File: src/rtl/vdms_defines.svh
`ifndef VDMS_DEFINES_SVH
`define VDMS_DEFINES_SVH

// ==========================================================
// register subaddresses
`define VDMS_ADDR_MISC      8'h17
`define VDMS_ADDR_RAW_GAIN  8'h18
`define VDMS_ADDR_RAW_OFS   8'h19
`define VDMS_ADDR_STAT1     8'h1E
`define VDMS_ADDR_STAT2     8'h1F

// ==========================================================
// misc register fields
`define VDMS_MISC_LINE_TRI  7
`define VDMS_MISC_HALF_TRI  6
`define VDMS_MISC_LAT_HI    5
`define VDMS_MISC_LAT_LO    3
`define VDMS_MISC_ALT_POS   2
`define VDMS_MISC_STOP_MSB  1
`define VDMS_MISC_START_MSB 0

// ==========================================================
// status byte fields
`define VDMS_ST1_HUNLOCK    6
`define VDMS_ST1_SLOW       5
`define VDMS_ST1_GTOP       4
`define VDMS_ST1_GBOT       3
`define VDMS_ST1_WPEAK      2
`define VDMS_ST2_ILACE      7
`define VDMS_ST2_HVUNLOCK   6
`define VDMS_ST2_SIXTY      5
`define VDMS_ST2_STRIPE4    3
`define VDMS_ST2_STRIPE     2
`define VDMS_ST2_COPY       1
`define VDMS_ST2_READY      0

// ==========================================================
// reset values and constants
`define VDMS_MISC_RST       8'h18
`define VDMS_GAIN_RST       8'h40
`define VDMS_OFS_RST        8'h80
`define VDMS_LAT_RESERVED   3'h0
`define VDMS_LAT_DEFAULT    3'h3
`define VDMS_GAIN_SHIFT     6
`define VDMS_OFS_ZERO       12'sh080
`define VDMS_PIX_MAX        12'sh0FF

`endif

File: src/rtl/vdms_pkg.sv
package vdms_pkg;

    // nine-bit line number within a field
    typedef logic [8:0] vdms_line_type;

    // vertical gate states
    typedef enum logic {
        GATE_LOW,
        GATE_HIGH
    } vdms_gate_state_type;

endpackage

File: src/rtl/vdms_gate_gen.sv
`timescale 1ns/1ps
`include "vdms_defines.svh"

module vdms_gate_gen (
    input  wire logic                   clock_i,
    input  wire logic                   rst_n_i,
    input  wire logic                   ce_i,
    input  wire logic                   line_start_i,
    input  wire logic                   second_field_i,
    input  wire vdms_pkg::vdms_line_type line_count_i,
    input  wire vdms_pkg::vdms_line_type start_line_i,
    input  wire vdms_pkg::vdms_line_type stop_line_i,
    input  wire logic                   alt_pos_i,
    output logic                        vertical_gate_o,
    output logic                        field_identifier_o
);

    vdms_pkg::vdms_gate_state_type state_r;
    vdms_pkg::vdms_line_type       start_eff;
    vdms_pkg::vdms_line_type       stop_eff;
    logic                          hit_start;
    logic                          hit_stop;

    // ==========================================================
    // effective lines
    // one line earlier in field two when alt_pos_i is set
    always_comb begin
        start_eff = start_line_i;
        stop_eff  = stop_line_i;
        if (alt_pos_i && second_field_i) begin
            start_eff = start_line_i - 9'h001;
            stop_eff  = stop_line_i - 9'h001;
        end
    end

    assign hit_start = line_start_i && (line_count_i == start_eff);
    assign hit_stop  = line_start_i && (line_count_i == stop_eff);

    // ==========================================================
    // gate state, start wins over stop
    always_ff @(posedge clock_i or negedge rst_n_i) begin
        if (!rst_n_i) begin
            state_r <= vdms_pkg::GATE_LOW;
        end else if (ce_i) begin
            unique case (state_r)
                vdms_pkg::GATE_LOW: begin
                    if (hit_start) begin
                        state_r <= vdms_pkg::GATE_HIGH;
                    end
                end
                vdms_pkg::GATE_HIGH: begin
                    if (hit_stop && !hit_start) begin
                        state_r <= vdms_pkg::GATE_LOW;
                    end
                end
            endcase
        end
    end

    // ==========================================================
    // field identifier flips at the start line
    // polarity change
    always_ff @(posedge clock_i or negedge rst_n_i) begin
        if (!rst_n_i) begin
            field_identifier_o <= 1'b0;
        end else if (ce_i && hit_start) begin
            field_identifier_o <= ~field_identifier_o;
        end
    end

    assign vertical_gate_o = (state_r == vdms_pkg::GATE_HIGH);

endmodule

File: src/rtl/vdms_regs.sv
`timescale 1ns/1ps
`include "vdms_defines.svh"

module vdms_regs (
    input  wire logic                    clock_i,
    input  wire logic                    rst_n_i,
    input  wire logic                    ce_i,
    // register port behind the serial control interface
    input  wire logic [7:0]              reg_addr_i,
    input  wire logic                    reg_wr_i,
    input  wire logic [7:0]              reg_wdata_i,
    input  wire logic                    reg_rd_i,
    output logic [7:0]                   reg_rdata_o,
    output logic                         reg_rvalid_o,
    // clock outputs
    output logic                         line_locked_clock_out_o,
    output logic                         line_clock_out_oe_n_o,
    output logic                         half_rate_clock_out_o,
    output logic                         half_clock_out_oe_n_o,
    // standard detection search
    input  wire logic                    field_start_i,
    output logic                         search_period_o,
    // vertical gate
    input  wire logic                    line_start_i,
    input  wire logic                    second_field_i,
    input  wire vdms_pkg::vdms_line_type line_count_i,
    input  wire logic [7:0]              gate_start_low_i,
    input  wire logic [7:0]              gate_stop_low_i,
    output logic                         vertical_gate_o,
    output logic                         field_identifier_o,
    // raw sample path
    input  wire logic [7:0]              raw_sample_i,
    input  wire logic                    raw_valid_i,
    output logic [7:0]                   raw_sample_o,
    output logic                         raw_valid_o,
    // decoder status sources
    input  wire logic                    hloop_unlocked_i,
    input  wire logic                    vloop_unlocked_i,
    input  wire logic                    other_loops_locked_i,
    input  wire logic                    slow_constant_active_i,
    input  wire logic                    luma_gain_at_top_i,
    input  wire logic                    luma_gain_at_bottom_i,
    input  wire logic                    white_peak_active_i,
    input  wire logic [1:0]              colour_standard_found_i,
    input  wire logic                    interlace_seen_i,
    input  wire logic                    field_rate_sixty_i,
    input  wire logic                    stripe_four_line_seen_i,
    input  wire logic                    stripe_any_seen_i,
    input  wire logic                    protected_source_seen_i
);

    logic        rst_sync1_r;
    logic        rst_sync2_r;
    logic        rst_n;
    logic [7:0]  misc_clock_gate_msb_ctrl_r;
    logic [7:0]  raw_path_gain_r;
    logic [7:0]  raw_path_offset_r;
    logic [7:0]  decoder_status_first_r;
    logic [7:0]  decoder_status_second_r;
    logic [7:0]  status_first_nxt;
    logic [7:0]  status_second_nxt;
    logic [7:0]  rdata_nxt;
    logic [1:0]  clk_div_r;
    logic [2:0]  search_latency_fields;
    logic [2:0]  field_cnt_r;
    logic [15:0] raw_prod;
    logic signed [11:0] raw_sum;
    logic        hv_loops_unlocked;
    logic        capture_ready;
    vdms_pkg::vdms_line_type gate_start_line;
    vdms_pkg::vdms_line_type gate_stop_line;

    // ==========================================================
    // reset release through two flops
    always_ff @(posedge clock_i or negedge rst_n_i) begin
        if (!rst_n_i) begin
            rst_sync1_r <= 1'b0;
            rst_sync2_r <= 1'b0;
        end else begin
            rst_sync1_r <= 1'b1;
            rst_sync2_r <= rst_sync1_r;
        end
    end

    assign rst_n = rst_sync2_r;

    // ==========================================================
    // control register writes
    always_ff @(posedge clock_i or negedge rst_n) begin
        if (!rst_n) begin
            misc_clock_gate_msb_ctrl_r <= `VDMS_MISC_RST;
            raw_path_gain_r            <= `VDMS_GAIN_RST;
            raw_path_offset_r          <= `VDMS_OFS_RST;
        end else if (ce_i && reg_wr_i) begin
            unique case (reg_addr_i)
                `VDMS_ADDR_MISC:     misc_clock_gate_msb_ctrl_r <= reg_wdata_i;
                `VDMS_ADDR_RAW_GAIN: raw_path_gain_r            <= reg_wdata_i;
                `VDMS_ADDR_RAW_OFS:  raw_path_offset_r          <= reg_wdata_i;
                default: begin
                end
            endcase
        end
    end

    // ==========================================================
    // status byte assembly
    // sources share this clock,
    // so no synchroniser is needed
    assign hv_loops_unlocked = hloop_unlocked_i | vloop_unlocked_i;
    assign capture_ready     = ~hv_loops_unlocked & other_loops_locked_i;

    always_comb begin
        status_first_nxt  = 8'h00;
        status_second_nxt = 8'h00;
        status_first_nxt[1:0]               = colour_standard_found_i;
        status_first_nxt[`VDMS_ST1_HUNLOCK] = hloop_unlocked_i;
        status_first_nxt[`VDMS_ST1_SLOW]    = slow_constant_active_i;
        status_first_nxt[`VDMS_ST1_GTOP]    = luma_gain_at_top_i;
        status_first_nxt[`VDMS_ST1_GBOT]    = luma_gain_at_bottom_i;
        status_first_nxt[`VDMS_ST1_WPEAK]   = white_peak_active_i;
        status_second_nxt[`VDMS_ST2_ILACE]    = interlace_seen_i;
        status_second_nxt[`VDMS_ST2_HVUNLOCK] = hv_loops_unlocked;
        status_second_nxt[`VDMS_ST2_SIXTY]    = field_rate_sixty_i;
        status_second_nxt[`VDMS_ST2_STRIPE4]  = stripe_four_line_seen_i;
        status_second_nxt[`VDMS_ST2_STRIPE]   = stripe_any_seen_i | stripe_four_line_seen_i;
        status_second_nxt[`VDMS_ST2_COPY]     = protected_source_seen_i;
        status_second_nxt[`VDMS_ST2_READY]    = capture_ready;
    end

    // ==========================================================
    // status snapshot, whole byte per edge
    // coherent status capture
    always_ff @(posedge clock_i or negedge rst_n) begin
        if (!rst_n) begin
            decoder_status_first_r  <= 8'h00;
            decoder_status_second_r <= 8'h00;
        end else if (ce_i) begin
            decoder_status_first_r  <= status_first_nxt;
            decoder_status_second_r <= status_second_nxt;
        end
    end

    // ==========================================================
    // read mux, unmapped reads return zero
    // status reads see one whole
    // snapshot, never a torn byte
    always_comb begin
        unique case (reg_addr_i)
            `VDMS_ADDR_MISC:     rdata_nxt = misc_clock_gate_msb_ctrl_r;
            `VDMS_ADDR_RAW_GAIN: rdata_nxt = raw_path_gain_r;
            `VDMS_ADDR_RAW_OFS:  rdata_nxt = raw_path_offset_r;
            `VDMS_ADDR_STAT1:    rdata_nxt = decoder_status_first_r;
            `VDMS_ADDR_STAT2:    rdata_nxt = decoder_status_second_r;
            default:             rdata_nxt = 8'h00;
        endcase
    end

    // read data registered one cycle after strobe
    always_ff @(posedge clock_i or negedge rst_n) begin
        if (!rst_n) begin
            reg_rdata_o  <= 8'h00;
            reg_rvalid_o <= 1'b0;
        end else if (ce_i) begin
            reg_rvalid_o <= reg_rd_i;
            if (reg_rd_i) begin
                reg_rdata_o <= rdata_nxt;
            end
        end
    end

    // ==========================================================
    // clock outputs and their three-state controls
    always_ff @(posedge clock_i or negedge rst_n) begin
        if (!rst_n) begin
            clk_div_r <= 2'h0;
        end else if (ce_i) begin
            clk_div_r <= clk_div_r + 2'h1;
        end
    end

    assign line_locked_clock_out_o = clk_div_r[0];
    assign half_rate_clock_out_o   = clk_div_r[1];
    assign line_clock_out_oe_n_o   = misc_clock_gate_msb_ctrl_r[`VDMS_MISC_LINE_TRI];
    assign half_clock_out_oe_n_o   = misc_clock_gate_msb_ctrl_r[`VDMS_MISC_HALF_TRI];

    // ==========================================================
    // standard detection search period in fields
    // a zero code would end the
    // search every field, so it acts as three
    // reserved code uses three
    assign search_latency_fields =
        (misc_clock_gate_msb_ctrl_r[`VDMS_MISC_LAT_HI:`VDMS_MISC_LAT_LO]
         == `VDMS_LAT_RESERVED) ? `VDMS_LAT_DEFAULT :
        misc_clock_gate_msb_ctrl_r[`VDMS_MISC_LAT_HI:`VDMS_MISC_LAT_LO];

    always_ff @(posedge clock_i or negedge rst_n) begin
        if (!rst_n) begin
            field_cnt_r     <= 3'h0;
            search_period_o <= 1'b0;
        end else if (ce_i) begin
            search_period_o <= 1'b0;
            if (field_start_i) begin
                if (field_cnt_r + 3'h1 >= search_latency_fields) begin
                    field_cnt_r     <= 3'h0;
                    search_period_o <= 1'b1;
                end else begin
                    field_cnt_r <= field_cnt_r + 3'h1;
                end
            end
        end
    end

    // ==========================================================
    // nine-bit gate lines
    // msb bits join low bytes
    assign gate_start_line = {misc_clock_gate_msb_ctrl_r[`VDMS_MISC_START_MSB],
                              gate_start_low_i};
    assign gate_stop_line  = {misc_clock_gate_msb_ctrl_r[`VDMS_MISC_STOP_MSB],
                              gate_stop_low_i};

    vdms_gate_gen u_gate (
        .clock_i            (clock_i),
        .rst_n_i            (rst_n),
        .ce_i               (ce_i),
        .line_start_i       (line_start_i),
        .second_field_i     (second_field_i),
        .line_count_i       (line_count_i),
        .start_line_i       (gate_start_line),
        .stop_line_i        (gate_stop_line),
        .alt_pos_i          (misc_clock_gate_msb_ctrl_r[`VDMS_MISC_ALT_POS]),
        .vertical_gate_o    (vertical_gate_o),
        .field_identifier_o (field_identifier_o)
    );

    // ==========================================================
    // raw sample gain and offset
    // gain scaling
    assign raw_prod = raw_sample_i * raw_path_gain_r;
    assign raw_sum  = $signed({2'b00, raw_prod[15:`VDMS_GAIN_SHIFT]})
                    + $signed({4'h0, raw_path_offset_r})
                    - `VDMS_OFS_ZERO;

    // clamp to eight bits and register
    // unity gain is 0x40, so the
    // sum may pass either end
    always_ff @(posedge clock_i or negedge rst_n) begin
        if (!rst_n) begin
            raw_sample_o <= 8'h00;
            raw_valid_o  <= 1'b0;
        end else if (ce_i) begin
            raw_valid_o <= raw_valid_i;
            if (raw_valid_i) begin
                if (raw_sum < 12'sh000) begin
                    raw_sample_o <= 8'h00;
                end else if (raw_sum > `VDMS_PIX_MAX) begin
                    raw_sample_o <= 8'hFF;
                end else begin
                    raw_sample_o <= raw_sum[7:0];
                end
            end
        end
    end

endmodule

File: config.mk
export PLATFORM = sky130hd
export DESIGN_NAME = vdms_regs
export DESIGN_NICKNAME = d
export VERILOG_FILES = /design/src/rtl/vdms_pkg.sv /design/src/rtl/vdms_gate_gen.sv /design/src/rtl/vdms_regs.sv
export VERILOG_INCLUDE_DIRS = /design/src /design/src/rtl
export SDC_FILE = /design/constraint.sdc
export NUM_CORES = 1
export LEC_CHECK = 0
export ABC_CLOCK_PERIOD_IN_PS = 3150
export BUFFER_PORTS_ARGS = -buffer_cell sky130_fd_sc_hd__buf_2
export CAP_MARGIN = 20
export CORE_UTILIZATION = 35
export DETAILED_ROUTE_END_ITERATION = 16
export PLACE_DENSITY = 0.66
export SLEW_MARGIN = 20
export SYNTH_ARGS = -nofsm -noshare
export SYNTH_HDL_FRONTEND = slang
export SYNTH_SLANG_ARGS = --single-unit
File: constraint.sdc
create_clock -name clock_i -period 3.15 [get_ports clock_i]
set_input_delay 0.1575 -clock clock_i [delete_from_list [all_inputs] [get_ports clock_i]]
set_output_delay 0.1575 -clock clock_i [all_outputs]
set_load 0.02 [all_outputs]
# Word level (Yosys, flattened, before mapping)
# Cells that the tools add are included.
# op_classes
add_sub_neg	6
mul	1
n_lt_le_gt_ge	3
n_eq_ne	7
muxes	12
n_bitwise	6
reduce_logical	14
# op_table
op	count
$eq A8 B5 Y1 const B	5
$pmux W8 S5	1
$eq A9 B9 Y1	2
$mux W9	2
$sub A9 B1 Y9 const B	2
$mul A8 B8 Y16	1
$mux W8	2
$gt A12 B9 Y1 const B	1
$lt A12 B1 Y1 const B	1
$reduce_and A2 Y1	6
$sub A11 B8 Y12 const B	1
$add A10 B8 Y11	1
$logic_and A1 B1 Y1	6
$mux W3	2
$mux W1	4
$add A3 B1 Y3 const B	1
$ge A3 B3 Y1	1
$logic_not A3 Y1	1
$not A1 Y1	3
$add A2 B1 Y2 const B	1
$or A1 B1 Y1	2
$pmux W1 S2	1
$and A1 B1 Y1	1
$logic_not A1 Y1	1
# totals
reg_bits	66
in_bits	72
out_inout_bits	25
wordCells	65

# Depth between registers and ports, before layout
# logic_depth
word_depth	8
depth_mapped	26
ltp_nobuf	26

# By module
# A second synthesis with hierarchy kept.
# hier_totals
hier_cells	612
hier_area_um2	6003.3
# modules_own_cells
module	n_inst	cells_per_inst	area_per_inst_um2	seq_area_each_um2
vdms_regs	1	513	5303.8	1606.5
vdms_gate_gen	1	99	699.4	50.0

# Worst setup path before layout
# Ideal clock, no wire load.
# synth_path
path_kind	flip-flop to flip-flop
start	reg raw_path_gain_r[6]
end	reg raw_sample_o[3]
setup_time_ns	0.082
arrival_ns	6.209
required_ns	3.068
slack_ns	-3.141
path_stages_with_launch	25
n_path_buf	0
path_cell_list	dfstp_2 -> and2_1 -> fa_1 -> fa_1 -> fa_1 -> inv_1 -> fa_1 -> inv_1 -> ha_1 -> a21o_1 -> a21o_1 -> a22o_1 -> nor2_1 -> o21bai_1 -> xnor2_1 -> ha_1 -> inv_1 -> ha_1 -> or3_1 -> or2_2 -> o221ai_1 -> xnor2_1 -> o32ai_1 -> mux2_2 -> a31oi_1
# synth_between
elab_chain_len	6
elab_cells_between_ends	7
classes_between	add/sub: 2; mul: 1; order compare: 2; mux: 2
# synth_lines
element	line	source
start: declaration	vdms_regs.sv:56	logic [7:0] raw_path_gain_r;
start signal: assignment	vdms_regs.sv:92	raw_path_gain_r <= `VDMS_GAIN_RST;
start signal: assignment	vdms_regs.sv:97	`VDMS_ADDR_RAW_GAIN: raw_path_gain_r <= reg_wdata_i;
$mul A8 B8 Y16 *	vdms_regs.sv:238	assign raw_prod = raw_sample_i * raw_path_gain_r;
$add A10 B8 Y11 *	vdms_regs.sv:239	assign raw_sum = $signed({2'b00, raw_prod[15:`VDMS_GAIN_SHIFT]})
$sub A11 B8 Y12 (no line) *	n/a	
$gt A12 B9 Y1 (no line)	n/a	
$mux W8	vdms_regs.sv:255	end else if (raw_sum > `VDMS_PIX_MAX) begin
$mux W8 *	vdms_regs.sv:253	if (raw_sum < 12'sh000) begin
end signal: assignment	vdms_regs.sv:258	raw_sample_o <= raw_sum[7:0];
end: declaration	vdms_regs.sv:34	output logic [7:0] raw_sample_o,
# Every way passes the cells marked *; elsewhere a longest branch is shown, timed or not.
# A chain may end at the register's enable or synchronous reset.

# Final worst setup path
# Same ends and word-level chain as after synthesis.

==> flow_metrics.tcl <==
set metrics [dict create \
    grt_overflow_total 0 \
    async_flop_share_pct 100 \
    wl_microns 15300 \
    netlist_area_sq_um 5940 \
    violations "setup timing" \
    yosysWarnings 0 \
    synth_adder_area_share_pct 24.5 \
    vias 5046 \
    synth_top_family_by_area "adder cells" \
    area_delta_synth_final_pct 30.4 \
    cts.sinks 66 \
    cts_inserted_buffers 9 \
    final_cell_area_sq_um 7750 \
    ir_drop_mv 0.315 \
    syn_nets 767 \
    worst_slew_pin_slew_ps 579 \
    combPwrFrac_pct 22.8 \
    worstSetupEndpoint "raw_sample_o[3]" \
    slew_viol_final 0 \
    fp-row-count 47 \
    drtPass1Iterations 5 \
    r2r-end "raw_sample_o[3]" \
    gp_congestion 0.850 \
    final_layout_size_suffix_gt1_share_pct 35.4 \
    die_width_microns 132 \
    crit_required_ps 3350 \
    maxSlewHeadroom_pct 61.3 \
    reg2reg_depth 23 \
    power_frac_clock_pct 40.4 \
    leakagePower_nw 4.01 \
    worstPathMaxFanout 8 \
    ys.flop_type "dfrtp_1" \
    cap_violations 0 \
    grt_pass1_wl_microns 25700 \
    synth-simple-area-share_pct 16.2 \
    start_util_pct 35.8 \
    power_frac_seq_pct 36.8 \
    track_usage_pct 18.4 \
    yosysSeqAreaShare_pct 27.9 \
    postPlaceCellArea_sq_um 7260 \
    cts_tree "yes" \
    critPathKind "register to register" \
    switching_share_pct 29.4 \
    p_int_w 0.00191 \
    hpwl_microns 12400 \
    hold_path.class "primary input to register" \
    die-area_sq_um 17500 \
    layout.nets 944 \
    grt_start_max_net_pins 32 \
    ys_types 62 \
    rsz0062_at_grt "yes" \
    fillers 1586 \
    drt_iter0_drc 241 \
    multi_input_area_sq_um 4170 \
    layout_setup_ws_ps -2890 \
    antenna_found_initial 0 \
    rrSetupSlack_ps -2890 \
    remaining_drc_errors 0 \
    synth_edf_count 0 \
    register_area_sq_um 1660 \
    power.density_nw_per_um2 350 \
    clock_latency_ps 340 \
    synth_seq_cells 66 \
    dp_worst_setup_slack_ps -2970 \
    synth_xor_area_share_pct 6.78 \
    synth_mux_area_share_pct 7.01 \
    reg2reg_from "raw_path_gain_r[6]" \
    die_y_microns 132 \
    start_kind "register" \
    cp_data_arrival_time_ps 6240 \
    vias_per_cell 5.04 \
    clock_skew_ps 6.74 \
    grt_pass1_vias 5129 \
    root_buffer "clkbuf_16" \
    port_buffers 96 \
    hold_violations 0 \
    synthCells 600 \
    min_period_ps 6040 \
    n_antenna_cell 0 \
    layout_worst_path_cycle_share_pct 192 \
    clk_pin_slew_worst_paths_ps 60 \
    cp-end-kind "register" \
    setup-violations-final 8 \
    switchingPower_w 0.000798 \
    clockBufferDepth 2 \
    io_pins 97 \
    synth_compound_area_share_pct 13.2 \
    core_sq_um 16600 \
    htree_levels 3 \
    startpoint "raw_path_gain_r[6]" \
    fmax_mhz 165 \
    avgSynthCellArea_sq_um 9.91 \
    wl_per_cell_microns 15.2 \
    route.antenna.remaining_nets 0 \
    post-route-util_pct 46.7 \
    outcome "finished, violations left" \
]
==> placed cells by master, fill, tap and decap left out, drive strengths merged, types with 4 or more instances in the layout <==
cell | netlist | routed
inv | 53 | 55
dfrtp | 62 | 62
nand4 | 4 | 4
buf | 5 | 179
nor3 | 12 | 12
xor2 | 14 | 14
a31oi | 5 | 5
a21oi | 23 | 23
o21ai | 28 | 28
mux2 | 35 | 35
a211oi | 7 | 7
fa | 36 | 36
a222oi | 4 | 4
nand2 | 40 | 40
nand3 | 9 | 9
nand2b | 4 | 4
ha | 59 | 59
or4 | 4 | 4
xnor2 | 32 | 32
nor2 | 22 | 22
dfstp | 4 | 4
a21o | 9 | 9
and3 | 4 | 4
a221oi | 5 | 5
and2 | 57 | 57
a22oi | 7 | 7
clkbuf | 9 | 9
==> cell usage after synthesis, types with 4 or more instances <==
cell	number	area, sq um
dfrtp_1	62	1550
ha_1	59	738
and2_1	57	357
inv_1	53	199
nand2_1	40	150
fa_1	36	721
mux2_2	35	394
xnor2_1	32	280
o21ai_0	28	140
a21oi_1	23	115
nor2_1	22	82.6
xor2_1	14	123
nor3_1	11	55.1
a21o_1	9	67.6
clkbuf_1	9	33.8
nand3_1	8	40.0
a211oi_1	7	52.6
a22oi_1	7	52.6
a221oi_1	5	43.8
a31oi_1	5	31.3
a222oi_1	4	40.0
and3_1	4	25.0
dfstp_2	4	105
nand2b_1	4	25.0
nand4_1	4	25.0
or4_1	4	30.0
==> registers in the layout, summed over array words and instances (netlist names), 3 cells and up <==
signal and flops:
decoder_status_first_r 7, field_cnt_r 3, raw_path_gain_r 8, decoder_status_second_r 7, misc_clock_gate_msb_ctrl_r 8, reg_rdata_o 8
raw_sample_o 8, raw_path_offset_r 8
==> power groups by stage <==
| stage | sequential (W) | combinational [W] | clock [W] |
|---|---|---|---|
| global route | 0.00101 | 0.000703 | 0.00115 |
| global placement | 0.00101 | 0.000598 | 0 |
| finish | 0.000997 | 0.000619 | 0.00110 |
| CTS | 0.000999 | 0.000620 | 0.00112 |
| detailed placement | 0.00101 | 0.000608 | 0 |
| floorplan | 0.00104 | 0.000327 | 0 |
==> final cells by class <==
| cell class | count | share of cell area [%] |
|---|---|---|
| multi-input cells | 467 | 53.8 |
| flip-flops and latches | 66 | 21.4 |
| repair buffers | 180 | 14.4 |
| well taps | 220 | 3.55 |
| clock buffers | 9 | 2.91 |
| inverters | 53 | 2.57 |
| clock inverters | 7 | 1.31 |
==> worst max-delay path, cell delays in order, from the launching register on <==
cell     delay, ps
dfstp_2        560
and2_4         140
fa_1           420
fa_1           490
fa_1           520
inv_1           50
fa_1           490
inv_2           50
ha_4           210
a21o_1         160
a21o_1         170
a22o_1         230
nor2_2         140
nor2b_1         70
nor2_1         110
xnor2_1        130
ha_1           250
ha_2           180
or3_4          400
o211a_1        230
or4_1          420
o32ai_2        130
mux2_4         240
a31oi_1         90
==> routing by layer <==
metal / routed length [microns] / share of wire (%) / vias to the layer above / track usage [%]
met5: 0 / 0 / - / 0
met4: 250 / 1.6 / 0 / 5.04
met3: 702 / 4.6 / 19 / 3.46
met2: 7270 / 48 / 126 / 30.1
met1: 7040 / 46 / 2441 / 25.0
li1: - / - / 2460 / -
==> per-stage QoR <==
step / power, W / instances / hold slack (ps) / setup TNS, ps
4_1_cts: 0.00274 / 1000 / 44.9 / -22770
5_1_grt: 0.00287 / 1002 / 45.6 / -25590
3_3_place_gp: 0.00161 / 977 / -54.1 / -23020
2_1_floorplan: 0.00137 / 600 / -138 / -21530
3_5_place_dp: 0.00162 / 977 / -52.9 / -23420
6_report: 0.00271 / 1002 / 51.3 / -22900
==> repair_timing <==
item | in CTS | in global routing
hold endpoints to repair | 2 | 0
pin swaps | 13 | 2
buffers inserted | 6 | 2
hold buffers | 1 | 0
resized for setup | 15 | 9
endpoints found under the setup margin | 8 | 8
==> worst min-delay path by stage <==
stage	startpoint	end	slack [ps]	cells after the start
finish	protected_source_seen_i	decoder_status_second_r[1]	50	2
global placement	rst_n_i	rst_sync1_r	-50	1
CTS	protected_source_seen_i	decoder_status_second_r[1]	40	2
global route	colour_standard_found_i[1]	decoder_status_first_r[1]	50	2
floorplan	rst_n_i	rst_n	-140	0
detailed placement	rst_n_i	rst_sync1_r	-50	1
==> kinds of logic after synthesis <==
kind of cell / after synthesis
buffers and inverters: 67
AND/OR/NAND/NOR: 172
multiplexers: 36
AO/OA/AOI/OAI: 117
XOR/XNOR: 46
adder cells (fa/ha/maj): 95
flip-flops: 66
other: 1
No activity file was read; power rests on OpenSTA's default activity.
